--- config.mk ---
export PLATFORM = sky130hd
export DESIGN_NAME = fcse_top
export DESIGN_NICKNAME = d
export VERILOG_FILES = /design/src/core/fcse_pkg.sv /design/src/core/fcse_sector_map.sv /design/src/core/fcse_gap_timer.sv /design/src/core/fcse_top.sv
export VERILOG_INCLUDE_DIRS = /design/src /design/src/core
export SDC_FILE = /design/constraint.sdc
export NUM_CORES = 1
export LEC_CHECK = 0
export ABC_AREA = 1
export BUFFER_PORTS_ARGS = -buffer_cell sky130_fd_sc_hd__buf_2
export CAP_MARGIN = 20
export CORE_MARGIN = 2
export CORE_UTILIZATION = 48
export DETAILED_ROUTE_END_ITERATION = 8
export PLACE_DENSITY = 0.87
export SLEW_MARGIN = 20
export SYNTH_ARGS = -nofsm -noshare
export SYNTH_HDL_FRONTEND = slang
export SYNTH_SLANG_ARGS = --single-unit
--- constraint.sdc ---
create_clock -name clock -period 2.3 [get_ports clock]
set_input_delay 0.23 -clock clock [delete_from_list [all_inputs] [get_ports clock]]
set_output_delay 0.23 -clock clock [all_outputs]
set_load 0.005 [all_outputs]
--- src/core/fcse_consts.svh ---
// Constants of the flash command and status engine: command bytes, status bits, timing.
// Assumes a 25 MHz core clock; included by bare name from the core files.
`ifndef FCSE_CONSTS_SVH
`define FCSE_CONSTS_SVH

`define FCSE_CMD_READ_ARRAY   8'hff
`define FCSE_CMD_ERASE_UNIF   8'h20
`define FCSE_CMD_ERASE_FINE   8'h21
`define FCSE_CMD_CONFIRM      8'hd0
`define FCSE_CMD_PROG_A       8'h40
`define FCSE_CMD_PROG_B       8'h10
`define FCSE_CMD_READ_STATUS  8'h70
`define FCSE_CMD_CLEAR_STATUS 8'h50
`define FCSE_CMD_READ_ID      8'h90

`define FCSE_SR_READY         7
`define FCSE_SR_ERASE_FAIL    5
`define FCSE_SR_PROG_FAIL     4
`define FCSE_SR_PROTECT       1
`define FCSE_SR_RESERVED_MASK 8'h4d

`define FCSE_ID_MFR_ADDR      19'h00000
`define FCSE_ID_DEV_ADDR      19'h00001
`define FCSE_TOP_SECTOR       4'ha
`define FCSE_SUB_FIRST        19'h00000
`define FCSE_SUB_LAST         19'h0ffff

`define FCSE_SER_WRITE_CYC    17
`define FCSE_SER_READ_CYC     19
`define FCSE_CLK_MHZ          25
`define FCSE_PROG_TIME_US     20
`define FCSE_PROG_CYC         (`FCSE_PROG_TIME_US * `FCSE_CLK_MHZ)

`endif

--- src/core/fcse_pkg.sv ---
// Types shared by the flash command and status engine.
// Assumes nothing beyond a SystemVerilog compiler.
`default_nettype none
package fcse_pkg;
  typedef enum logic [1:0] {
    FCSE_READ_ARRAY  = 2'b00,
    FCSE_READ_STATUS = 2'b01,
    FCSE_READ_ID     = 2'b10
  } fcse_mode_t;
  typedef enum logic [1:0] {
    FCSE_PEND_NONE = 2'b00,
    FCSE_PEND_FINE = 2'b01,
    FCSE_PEND_UNIF = 2'b10,
    FCSE_PEND_PROG = 2'b11
  } fcse_pend_t;
  typedef enum logic [1:0] {
    FCSE_SEQ_IDLE      = 2'b00,
    FCSE_SEQ_PROG_RD   = 2'b01,
    FCSE_SEQ_PROG_RUN  = 2'b10,
    FCSE_SEQ_ERASE_RUN = 2'b11
  } fcse_seq_t;
endpackage
`default_nettype wire

--- src/core/fcse_sector_map.sv ---
// Maps a byte address to its sector number and that sector's first and last address.
// Assumes a 19-bit address; sectors 0 to 3 fill the bottom 64 Kbyte, 4 to 10 above.
`default_nettype none
module fcse_sector_map (
  // Address in.
  input  wire logic [18:0] addr,
  // Sector out.
  output logic      [3:0]  sector,
  output logic             is_sub,
  output logic      [18:0] first,
  output logic      [18:0] last
);
  always_comb begin
    is_sub = (addr[18:16] == 3'h0);
    if (!is_sub) begin
      sector = {1'b0, addr[18:16]} + 4'h3;
      first  = {addr[18:16], 16'h0000};
      last   = {addr[18:16], 16'hffff};
    end else if (addr[15]) begin
      sector = 4'h3;
      first  = 19'h08000;
      last   = 19'h0ffff;
    end else if (addr[14]) begin
      sector = 4'h2;
      first  = 19'h04000;
      last   = 19'h07fff;
    end else if (addr[13]) begin
      sector = 4'h1;
      first  = 19'h02000;
      last   = 19'h03fff;
    end else begin
      sector = 4'h0;
      first  = 19'h00000;
      last   = 19'h01fff;
    end
  end
endmodule // fcse_sector_map
`default_nettype wire

--- src/core/fcse_gap_timer.sv ---
// Down counter that holds off the serial port for the length of one bus cycle.
// Assumes load is a one-cycle pulse taken only while idle.
`default_nettype none
module fcse_gap_timer #(
  parameter int CW = 5
) (
  // Clock and reset.
  input  wire logic          clock,
  input  wire logic          reset,
  // Control.
  input  wire logic          load,
  input  wire logic [CW-1:0] load_value,
  output logic               idle
);
  typedef struct packed {
    logic [CW-1:0] count;
  } fcse_gap_t;

  fcse_gap_t st;
  fcse_gap_t next_st;

  if (CW < 5) begin : g_bad_width
    $error("fcse_gap_timer: CW too small for a 19-cycle gap.");
  end

  assign idle = (st.count == '0);

  always_comb begin
    next_st = st;
    if (load) begin
      next_st.count = load_value;
    end else if (!idle) begin
      next_st.count = st.count - 1'b1;
    end
  end

  always_ff @(posedge clock) begin
    if (reset) begin
      st <= '0;
    end else begin
      st <= next_st;
    end
  end
endmodule // fcse_gap_timer
`default_nettype wire

--- src/core/fcse_top.sv ---
// Command decoder, operation sequencer and status register of a BIOS flash.
// Assumes deframed byte cycles on both ports and a combinational array read.
//
// What this block does
// - Both ports deliver command bytes that decode identically.
// - A serial write cycle takes 17 bus clocks before the next.
// - A serial read cycle takes 19 bus clocks before the next.
// - After reset the block is in array-read mode.
// - Write of FFH selects array-read mode.
// - FFH is ignored while an erase or program runs.
// - Erase needs 21H or 20H then D0H inside the target sector.
// - Fine erase clears only the addressed sector.
// - Uniform erase of a sub-sector erases all four; main sector alone.
// - Uniform sub-sector erase needs all four unlocked and protect pin inactive.
// - Erase sets every bit of the range to one.
// - Program is 40H or 10H then address and data, self-timed.
// - Programming only clears bits.
// - Locked or pin-protected sectors refuse erase and program, flagged in status.
// - Erase or program leaves the block in status-read mode.
// - Write of 70H makes every read return status, even while busy.
// - Flags 5, 4 and 1 set only by the command decode, cleared by 50H.
// - Status bit 7 is low while busy, high when ready.
// - Bit 5 erase failure, bit 4 program failure, both sequence error.
// - Bit 1 is set by any refused protected target and holds until 50H.
// - After 90H reads of address 0 and 1 return the two ID codes.
// - Any valid command is acted on from ID mode; all but 50H and 90H leave ID mode.
// - The ready/busy pin is pulled low for the whole operation.
`default_nettype none
`include "fcse_consts.svh"
module fcse_top #(
  parameter int         ERASE_TIME_US = 10000,
  parameter int         OP_CW         = 20,
  parameter logic [7:0] MFR_CODE      = 8'h5a,
  parameter logic [7:0] DEV_CODE      = 8'h3c
) (
  // Clock and reset.
  input  wire logic                 clock,
  input  wire logic                 reset,
  // Parallel programming port.
  input  wire logic                 par_write,
  input  wire logic                 par_read,
  input  wire logic [18:0]          par_addr,
  input  wire logic [7:0]           par_wdata,
  // Serial bus port.
  input  wire logic                 ser_write,
  input  wire logic                 ser_read,
  input  wire logic [18:0]          ser_addr,
  input  wire logic [7:0]           ser_wdata,
  // Read answer.
  output logic                      read_valid,
  output logic [7:0]                read_data,
  output fcse_pkg::fcse_mode_t      read_mode,
  // Protection inputs.
  input  wire logic [10:0]          write_lock,
  input  wire logic                 top_boot_protect_pin_n,
  input  wire logic                 general_protect_pin_n,
  // Array access.
  output logic [18:0]               array_addr,
  input  wire logic [7:0]           array_rdata,
  output logic                      array_prog,
  output logic [7:0]                array_wdata,
  output logic                      array_erase,
  output logic [18:0]               array_erase_first,
  output logic [18:0]               array_erase_last,
  // Open-drain ready/busy pin.
  output logic                      ready_busy_output_o,
  output logic                      ready_busy_output_oe
);
  import fcse_pkg::*;

  localparam int ERASE_CYC = ERASE_TIME_US * `FCSE_CLK_MHZ;

  if (ERASE_CYC < 1 || ERASE_CYC >= (1 << OP_CW) || `FCSE_PROG_CYC >= (1 << OP_CW))
  begin : g_bad_count
    $error("fcse_top: OP_CW cannot hold the operation times.");
  end

  typedef struct packed {
    fcse_mode_t       mode;
    fcse_pend_t       pend;
    fcse_seq_t        seq;
    logic [7:0]       prog_data;
    logic [OP_CW-1:0] op_count;
    logic             sr_erase;
    logic             sr_prog;
    logic             sr_prot;
    logic             rd_pend;
    logic             read_valid;
    logic [7:0]       read_data;
    logic [18:0]      array_addr;
    logic [7:0]       array_wdata;
    logic             array_prog;
    logic             array_erase;
    logic [18:0]      erase_first;
    logic [18:0]      erase_last;
    logic             rb_oe;
  } fcse_state_t;

  fcse_state_t st;
  fcse_state_t next_st;

  ////////////////////////////////////////////////////////////////////////////////
  // Port selection and serial spacing.

  logic        gap_idle;
  logic        ser_w_take;
  logic        ser_r_take;
  logic        wr_take;
  logic        rd_take;
  logic [18:0] wr_addr;
  logic [7:0]  wr_data;
  logic [18:0] rd_addr;
  logic [4:0]  gap_load_value;

  // The parallel port wins a tie; a serial strobe inside the gap is dropped.
  assign ser_w_take = ser_write && gap_idle && !par_write;
  assign ser_r_take = ser_read && gap_idle && !ser_write && !par_read;
  assign wr_take    = par_write || ser_w_take;
  assign rd_take    = par_read || ser_r_take;
  assign wr_addr    = par_write ? par_addr : ser_addr;
  assign wr_data    = par_write ? par_wdata : ser_wdata;
  assign rd_addr    = par_read ? par_addr : ser_addr;
  assign gap_load_value = ser_w_take ? 5'(`FCSE_SER_WRITE_CYC - 1)
                                     : 5'(`FCSE_SER_READ_CYC - 1);

  fcse_gap_timer #(
    .CW(5)
  ) u_gap (
    .clock     (clock),
    .reset     (reset),
    .load      (ser_w_take || ser_r_take),
    .load_value(gap_load_value),
    .idle      (gap_idle)
  );

  ////////////////////////////////////////////////////////////////////////////////
  // Target sector and its protection.

  logic [3:0]  tgt_sector;
  logic        tgt_is_sub;
  logic [18:0] tgt_first;
  logic [18:0] tgt_last;
  logic        tgt_prot;
  logic        sub_prot;

  fcse_sector_map u_map (
    .addr  (wr_addr),
    .sector(tgt_sector),
    .is_sub(tgt_is_sub),
    .first (tgt_first),
    .last  (tgt_last)
  );

  // The top sector answers to its own pin, every other sector to the general pin.
  assign tgt_prot = write_lock[tgt_sector] ||
                    ((tgt_sector == `FCSE_TOP_SECTOR) ? !top_boot_protect_pin_n
                                                      : !general_protect_pin_n);
  assign sub_prot = (|write_lock[3:0]) || !general_protect_pin_n;

  ////////////////////////////////////////////////////////////////////////////////
  // Decode, sequencer and status.

  logic       busy;
  logic       clr_take;
  logic [7:0] status_byte;

  assign busy     = (st.seq != FCSE_SEQ_IDLE);
  assign clr_take = wr_take && !busy && st.pend == FCSE_PEND_NONE &&
                    wr_data == `FCSE_CMD_CLEAR_STATUS;
  // Only bits 7, 5, 4 and 1 carry anything.
  always_comb begin
    status_byte = 8'h00;
    status_byte[`FCSE_SR_READY]      = !busy;
    status_byte[`FCSE_SR_ERASE_FAIL] = st.sr_erase;
    status_byte[`FCSE_SR_PROG_FAIL]  = st.sr_prog;
    status_byte[`FCSE_SR_PROTECT]    = st.sr_prot;
  end

  always_comb begin
    next_st             = st;
    next_st.array_prog  = 1'b0;
    next_st.array_erase = 1'b0;
    next_st.read_valid  = st.rd_pend;
    next_st.rd_pend     = rd_take;

    // Read answer, one cycle after the address reached the array.
    if (st.rd_pend) begin
      unique case (st.mode)
        FCSE_READ_ARRAY:  next_st.read_data = array_rdata;
        FCSE_READ_STATUS: next_st.read_data = status_byte;
        FCSE_READ_ID: begin
          if (st.array_addr == `FCSE_ID_MFR_ADDR) begin
            next_st.read_data = MFR_CODE;
          end else if (st.array_addr == `FCSE_ID_DEV_ADDR) begin
            next_st.read_data = DEV_CODE;
          end else begin
            next_st.read_data = 8'h00;
          end
        end
        default: next_st.read_data = 8'h00;
      endcase
    end
    if (rd_take && !busy) begin
      next_st.array_addr = rd_addr;
    end

    // Sequencer.
    unique case (st.seq)
      FCSE_SEQ_IDLE: begin
      end
      FCSE_SEQ_PROG_RD: begin
        next_st.array_wdata = array_rdata & st.prog_data;
        next_st.array_prog  = 1'b1;
        next_st.op_count    = OP_CW'(`FCSE_PROG_CYC - 1);
        next_st.seq         = FCSE_SEQ_PROG_RUN;
      end
      FCSE_SEQ_PROG_RUN, FCSE_SEQ_ERASE_RUN: begin
        if (st.op_count == '0) begin
          next_st.seq = FCSE_SEQ_IDLE;
        end else begin
          next_st.op_count = st.op_count - 1'b1;
        end
      end
    endcase

    // Command writes. Flags are set only here, never in the cycle of a clear.
    if (wr_take && busy) begin
      if (wr_data == `FCSE_CMD_READ_STATUS) begin
        next_st.mode = FCSE_READ_STATUS;
      end
    end else if (wr_take && st.pend == FCSE_PEND_PROG) begin
      next_st.pend = FCSE_PEND_NONE;
      next_st.mode = FCSE_READ_STATUS;
      if (tgt_prot) begin
        next_st.sr_prog = 1'b1;
        next_st.sr_prot = 1'b1;
      end else begin
        next_st.array_addr = wr_addr;
        next_st.prog_data  = wr_data;
        next_st.seq        = FCSE_SEQ_PROG_RD;
      end
    end else if (wr_take && st.pend != FCSE_PEND_NONE) begin
      next_st.pend = FCSE_PEND_NONE;
      next_st.mode = FCSE_READ_STATUS;
      if (wr_data != `FCSE_CMD_CONFIRM) begin
        next_st.sr_erase = 1'b1;
        next_st.sr_prog  = 1'b1;
      end else if (st.pend == FCSE_PEND_UNIF && tgt_is_sub) begin
        if (sub_prot) begin
          next_st.sr_erase = 1'b1;
          next_st.sr_prot  = 1'b1;
        end else begin
          next_st.erase_first = `FCSE_SUB_FIRST;
          next_st.erase_last  = `FCSE_SUB_LAST;
          next_st.array_erase = 1'b1;
          next_st.op_count    = OP_CW'(ERASE_CYC - 1);
          next_st.seq         = FCSE_SEQ_ERASE_RUN;
        end
      end else if (tgt_prot) begin
        next_st.sr_erase = 1'b1;
        next_st.sr_prot  = 1'b1;
      end else begin
        next_st.erase_first = tgt_first;
        next_st.erase_last  = tgt_last;
        next_st.array_erase = 1'b1;
        next_st.op_count    = OP_CW'(ERASE_CYC - 1);
        next_st.seq         = FCSE_SEQ_ERASE_RUN;
      end
    end else if (wr_take) begin
      unique case (wr_data)
        `FCSE_CMD_READ_ARRAY:  next_st.mode = FCSE_READ_ARRAY;
        `FCSE_CMD_READ_STATUS: next_st.mode = FCSE_READ_STATUS;
        `FCSE_CMD_READ_ID:     next_st.mode = FCSE_READ_ID;
        `FCSE_CMD_ERASE_FINE: begin
          next_st.pend = FCSE_PEND_FINE;
          next_st.mode = FCSE_READ_STATUS;
        end
        `FCSE_CMD_ERASE_UNIF: begin
          next_st.pend = FCSE_PEND_UNIF;
          next_st.mode = FCSE_READ_STATUS;
        end
        `FCSE_CMD_PROG_A, `FCSE_CMD_PROG_B: begin
          next_st.pend = FCSE_PEND_PROG;
          next_st.mode = FCSE_READ_STATUS;
        end
        `FCSE_CMD_CLEAR_STATUS: begin
          next_st.sr_erase = 1'b0;
          next_st.sr_prog  = 1'b0;
          next_st.sr_prot  = 1'b0;
        end
        default: begin
        end
      endcase
    end

    next_st.rb_oe = (next_st.seq != FCSE_SEQ_IDLE);
  end

  always_ff @(posedge clock) begin
    if (reset) begin
      st      <= '0;
      st.mode <= FCSE_READ_ARRAY;
    end else begin
      st <= next_st;
    end
  end

  assign read_valid           = st.read_valid;
  assign read_data            = st.read_data;
  assign read_mode            = st.mode;
  assign array_addr           = st.array_addr;
  assign array_prog           = st.array_prog;
  assign array_wdata          = st.array_wdata;
  assign array_erase          = st.array_erase;
  assign array_erase_first    = st.erase_first;
  assign array_erase_last     = st.erase_last;
  assign ready_busy_output_o  = 1'b0;
  assign ready_busy_output_oe = st.rb_oe;

  ////////////////////////////////////////////////////////////////////////////////
  // Checks.

  property p_read_answer;
    @(posedge clock) disable iff (reset) rd_take |-> ##2 read_valid;
  endproperty
  a_read_answer: assert property (p_read_answer) else $error("read not answered");

  property p_ser_write_gap;
    @(posedge clock) disable iff (reset) ser_w_take |-> ##16 !gap_idle ##1 gap_idle;
  endproperty
  a_ser_write_gap: assert property (p_ser_write_gap) else $error("serial write gap");

  property p_ser_read_gap;
    @(posedge clock) disable iff (reset) ser_r_take |-> ##18 !gap_idle ##1 gap_idle;
  endproperty
  a_ser_read_gap: assert property (p_ser_read_gap) else $error("serial read gap");

  property p_array_mode;
    @(posedge clock) disable iff (reset)
      (wr_take && !busy && st.pend == FCSE_PEND_NONE && wr_data == `FCSE_CMD_READ_ARRAY)
      |=> read_mode == FCSE_READ_ARRAY;
  endproperty
  a_array_mode: assert property (p_array_mode) else $error("FFH not taken");

  property p_busy_ignores_ff;
    @(posedge clock) disable iff (reset)
      (busy && wr_take && wr_data == `FCSE_CMD_READ_ARRAY) |=> read_mode != FCSE_READ_ARRAY;
  endproperty
  a_busy_ignores_ff: assert property (p_busy_ignores_ff) else $error("FFH taken while busy");

  property p_seq_error;
    @(posedge clock) disable iff (reset)
      (wr_take && !busy && (st.pend == FCSE_PEND_FINE || st.pend == FCSE_PEND_UNIF) &&
       wr_data != `FCSE_CMD_CONFIRM) |=> st.sr_erase && st.sr_prog && !array_erase;
  endproperty
  a_seq_error: assert property (p_seq_error) else $error("sequence error not flagged");

  property p_flag_clear_only;
    @(posedge clock) disable iff (reset)
      ($fell(st.sr_erase) || $fell(st.sr_prog) || $fell(st.sr_prot)) |-> $past(clr_take);
  endproperty
  a_flag_clear_only: assert property (p_flag_clear_only) else $error("flag cleared");

  property p_pin_busy;
    @(posedge clock) disable iff (reset) ready_busy_output_oe == busy;
  endproperty
  a_pin_busy: assert property (p_pin_busy) else $error("ready/busy pin wrong");

  property p_prog_clears_only;
    @(posedge clock) disable iff (reset)
      array_prog |-> (array_wdata & ~$past(array_rdata)) == 8'h00;
  endproperty
  a_prog_clears_only: assert property (p_prog_clears_only) else $error("bit raised");

  property p_reserved_zero;
    @(posedge clock) disable iff (reset)
      (st.rd_pend && st.mode == FCSE_READ_STATUS)
      |=> (read_data & `FCSE_SR_RESERVED_MASK) == 8'h00;
  endproperty
  a_reserved_zero: assert property (p_reserved_zero) else $error("reserved bit set");

endmodule // fcse_top
`default_nettype wire

==> impl_metrics.py <==
metrics = {
    "outcome": {
        "status": "complete, but fails checks",
        "violations": "setup timing",
    },
    "cts": {
        "clkTransAtPathRegs_ps": 70,
        "htree_levels": 3,
        "cts_tree": "yes",
        "numCtsBuffers": 9,
        "cts.sink_count": 92,
        "cts-root-buf": "clkbuf_16",
        "insertion_delay_ps": 350,
        "hold_buffers": 0,
        "max-clock-path-buffers": 2,
    },
    "worst_setup_path": {
        "rrSetupSlack_ps": 190,
        "reg2regPathDepth": 14,
        "crit_slowest_cell": "o21ai_0",
        "r2r_end": "st[93]$_SDFF_PP0_",
        "cp_common_cell": "nand2_1",
        "critPathKind": "primary input to register",
        "crit_chain": "buf_4 > o21ai_2 > inv_1 > ha_1 > ha_4 > inv_4 > nand2_2 > nand2_1 > nand2_1 > nor2_1 > nand3_1 > nand2_1 > nand2_2 > nand4_4 > clkinv_4 > clkbuf_16 > o21ai_0 > nor2_1",
        "cp.required_ps": 2540,
        "worst_setup_path_end_kind": "register",
        "reg2reg_from": "st[81]$_SDFF_PP0_",
        "cp-start-kind": "primary input",
        "worst_ep_arrival_time_ps": 2560,
        "path_max_fanout": 9,
        "cpPeakStageDelay_ps": 230,
    },
    "final_layout": {
        "seq_area_um2": 1840,
        "multiInputGateArea_um2": 3040,
        "finalNetCount": 1109,
        "fin_area_um2": 7020,
        "drive_gt1_share_pct": 25.4,
        "num-fill-cells": 1054,
        "diodes": 0,
        "flow.area_growth_from_synthesis_pct": 19.9,
        "fin_util_pct": 58.7,
    },
    "die": {
        "fp.dieArea_um2": 13100,
        "die_width_um": 114,
        "ios": 161,
        "dieHeight_um": 114,
        "rows": 40,
        "core_area_um2": 12000,
        "start_util_pct": 48.9,
    },
    "sta": {
        "tightest_slew_ps": 604,
        "fmax_mhz": 430,
        "finalHoldViolCount": 0,
        "finalCritPeriodShare_pct": 101,
        "drv_slew": 0,
        "fin_crit_ps": 2320,
        "setup-violations-final": 1,
        "relSlewSlack_pct": 59.6,
        "finClkSkew_ps": 9.88,
        "rsz0062_at_grt": "yes",
        "fin_ws_ps": -23.9,
    },
    "logic_synthesis": {
        "ys.flop_type": "dfxtp_1",
        "synth.avg_cell_area_um2": 6.45,
        "synth-adder-area-share_pct": 0.855,
        "yosys_warnings": 0,
        "synth_top_family_by_area": "simple AND/OR/NAND/NOR gates",
        "synthDistinctLibCells": 45,
        "synth.area.top_cells": "dfxtp_1 31%, nand2_1 12%, buf_4 9.9%",
        "synth_edf_count": 0,
        "yosys.area.top_type": "dfxtp_1",
        "netlist.area_leader.share_pct": 31.5,
        "yosysMostFrequentCell": "nand2_1",
        "synth_area_um2": 5850,
        "synthSimpleGateAreaFrac_pct": 30.5,
        "synth_compound_area_share_pct": 15.9,
        "async_flop_share_pct": 0,
        "ys_seq_area_share_pct": 31.5,
        "ys_top_cells_by_count": "185 x nand2_1, 119 x nor2_1, 115 x inv_1",
        "synthMuxAreaShare_pct": 0.363,
        "synth-seq-cells": 92,
        "synthXorXnorAreaFrac_pct": 1.05,
        "synthCells": 907,
    },
    "power": {
        "finalPower_mw": 4.21,
        "peakVddDrop_uv": 432,
        "power_density_nw_per_um2": 601,
        "p_leak_nw": 3.55,
    },
    "placement": {
        "dp_hpwl_um": 12000,
        "gp_congestion": 0.925,
        "io_buffers": 146,
        "placed_cell_area_um2": 6520,
    },
    "worst_hold_path": {
        "hold_path.class": "primary input to register",
        "holdPathEnd": "array_wdata[6]$_SDFFE_PP0P_",
        "hold_start": "array_rdata[6]",
        "holdPathStages": 3,
    },
    "global_route": {
        "grt_pass1_vias": 5561,
        "grt_max_degree": 47,
        "grt_usage_pct": 24.1,
        "grt_antenna_before_repair": 0,
        "grt.overflow.total": 0,
        "grt_pass1_wl_um": 25500,
    },
    "routing": {
        "drt_iter0_drc": 428,
        "wl_per_cell_um": 14.3,
        "routed_via_density": 5.32,
        "drt.antenna.violating_nets": 0,
        "wirelength_um": 16800,
        "drc_errors": 0,
        "drtPass1Iterations": 5,
        "via_count": 6254,
    },
    "job": {
        "max_cap_viol_count": 0,
    },
}
logic make-up after synthesis:
group | after synthesis
adder cells (fa/ha/maj) | 4
multiplexers | 2
AND/OR/NAND/NOR | 412
AO/OA/AOI/OAI | 165
buffers and inverters | 224
flip-flops | 92
XOR/XNOR | 7
other | 1
cell usage in the layout (no fill, tap or decap), drive strengths merged:
cell	netlist	routed
o21ai	89	89
nand4	12	12
o221ai	1	1
buf	87	196
nor3b	1	1
clkinv	3	5
xor2	4	4
mux2i	1	1
clkbuf	18	12
mux2	1	1
nand2	191	191
a22o	1	1
nor4	7	7
o221a	1	1
nor3	11	11
inv	116	118
a21oi	39	39
nand3b	4	4
ha	4	4
a22oi	3	3
nand3	56	56
nor2	121	121
or2	7	7
a31oi	1	1
dfxtp	92	92
o21a	5	5
o211ai	25	25
bufinv	0	1
conb	1	14
and2	1	1
or3	1	1
clkinvlp	0	1
xnor2	3	3
final cells by class:
type | count | share of cell area [%]
clock buffer | 10 | 3.26
sequential | 92 | 26.2
inverter | 119 | 6.51
tap | 147 | 2.62
clock inverter | 6 | 1.03
timing repair buffer | 198 | 17.0
multi-input combinational | 604 | 43.3
metal layers:
layer  global-route usage [%]  share of wire [%]  up-vias
met1                     29.5                 41     2870
met2                     41.8                 49      273
li1                         -                  -     3067
met4                     8.78                3.1        0
met5                        0                  0        -
met3                     4.76                7.0       44
critical path: cells and delay by family:
kind                     cells  cell delay [ps]
AO/OA/AOI/OAI                2              400
buffers and inverters        5              590
AND/OR/NAND/NOR              9              910
adder cells (fa/ha/maj)      2              400
sequential cells by signal, indices dropped and copies added, names as in the netlist:
name,flops
array_prog,1
next_st,1
array_erase_first,6
read_data,8
read_valid,1
array_wdata,8
st,35
read_mode,2
array_erase,1
u_gap.st,5
array_addr,19
ready_busy_output_oe,1
array_erase_last,4
through the flow:
step	hold WS, ps	setup TNS (ps)	cells	worst slack, ps
finish	119	-23.9	1176	-23.9
global placement	449	-14980	1157	-319
global route	123	-1700	1176	-168
floorplan	364	-0.873	920	-0.291
CTS	116	-166	1173	-31.0
detailed placement	462	-19980	1157	-382
power by group:
part / switching, mW / total [mW] / internal, mW
logic: 0.550 / 0.951 / 0.401
registers: 0.0682 / 1.75 / 1.68
clock network: 0.661 / 1.51 / 0.853
total: 1.28 / 4.21 / 2.94
worst max-delay path by stage:
stage / end / start / slack [ps]
after floorplan: array_erase_first[16]$_SDFFE_PP0P_ / par_write / -0.3
after global placement: array_erase_last[14]$_SDFFE_PP0P_ / par_write / -320
after detailed placement: array_erase_last[14]$_SDFFE_PP0P_ / par_write / -380
after CTS: st[103]$_SDFFE_PP0P_ / par_write / -30
after global routing: array_addr[0]$_SDFF_PP0_ / par_write / -170
final: array_addr[0]$_SDFF_PP0_ / par_write / -20
timing repair:
action	4_1_cts	5_1_grt
pin swaps	0	10
resized for setup	1	50
endpoints found under the setup margin	23	65
buffers inserted	0	1
cloned	0	2
No activity file was read; power rests on OpenSTA's default activity.
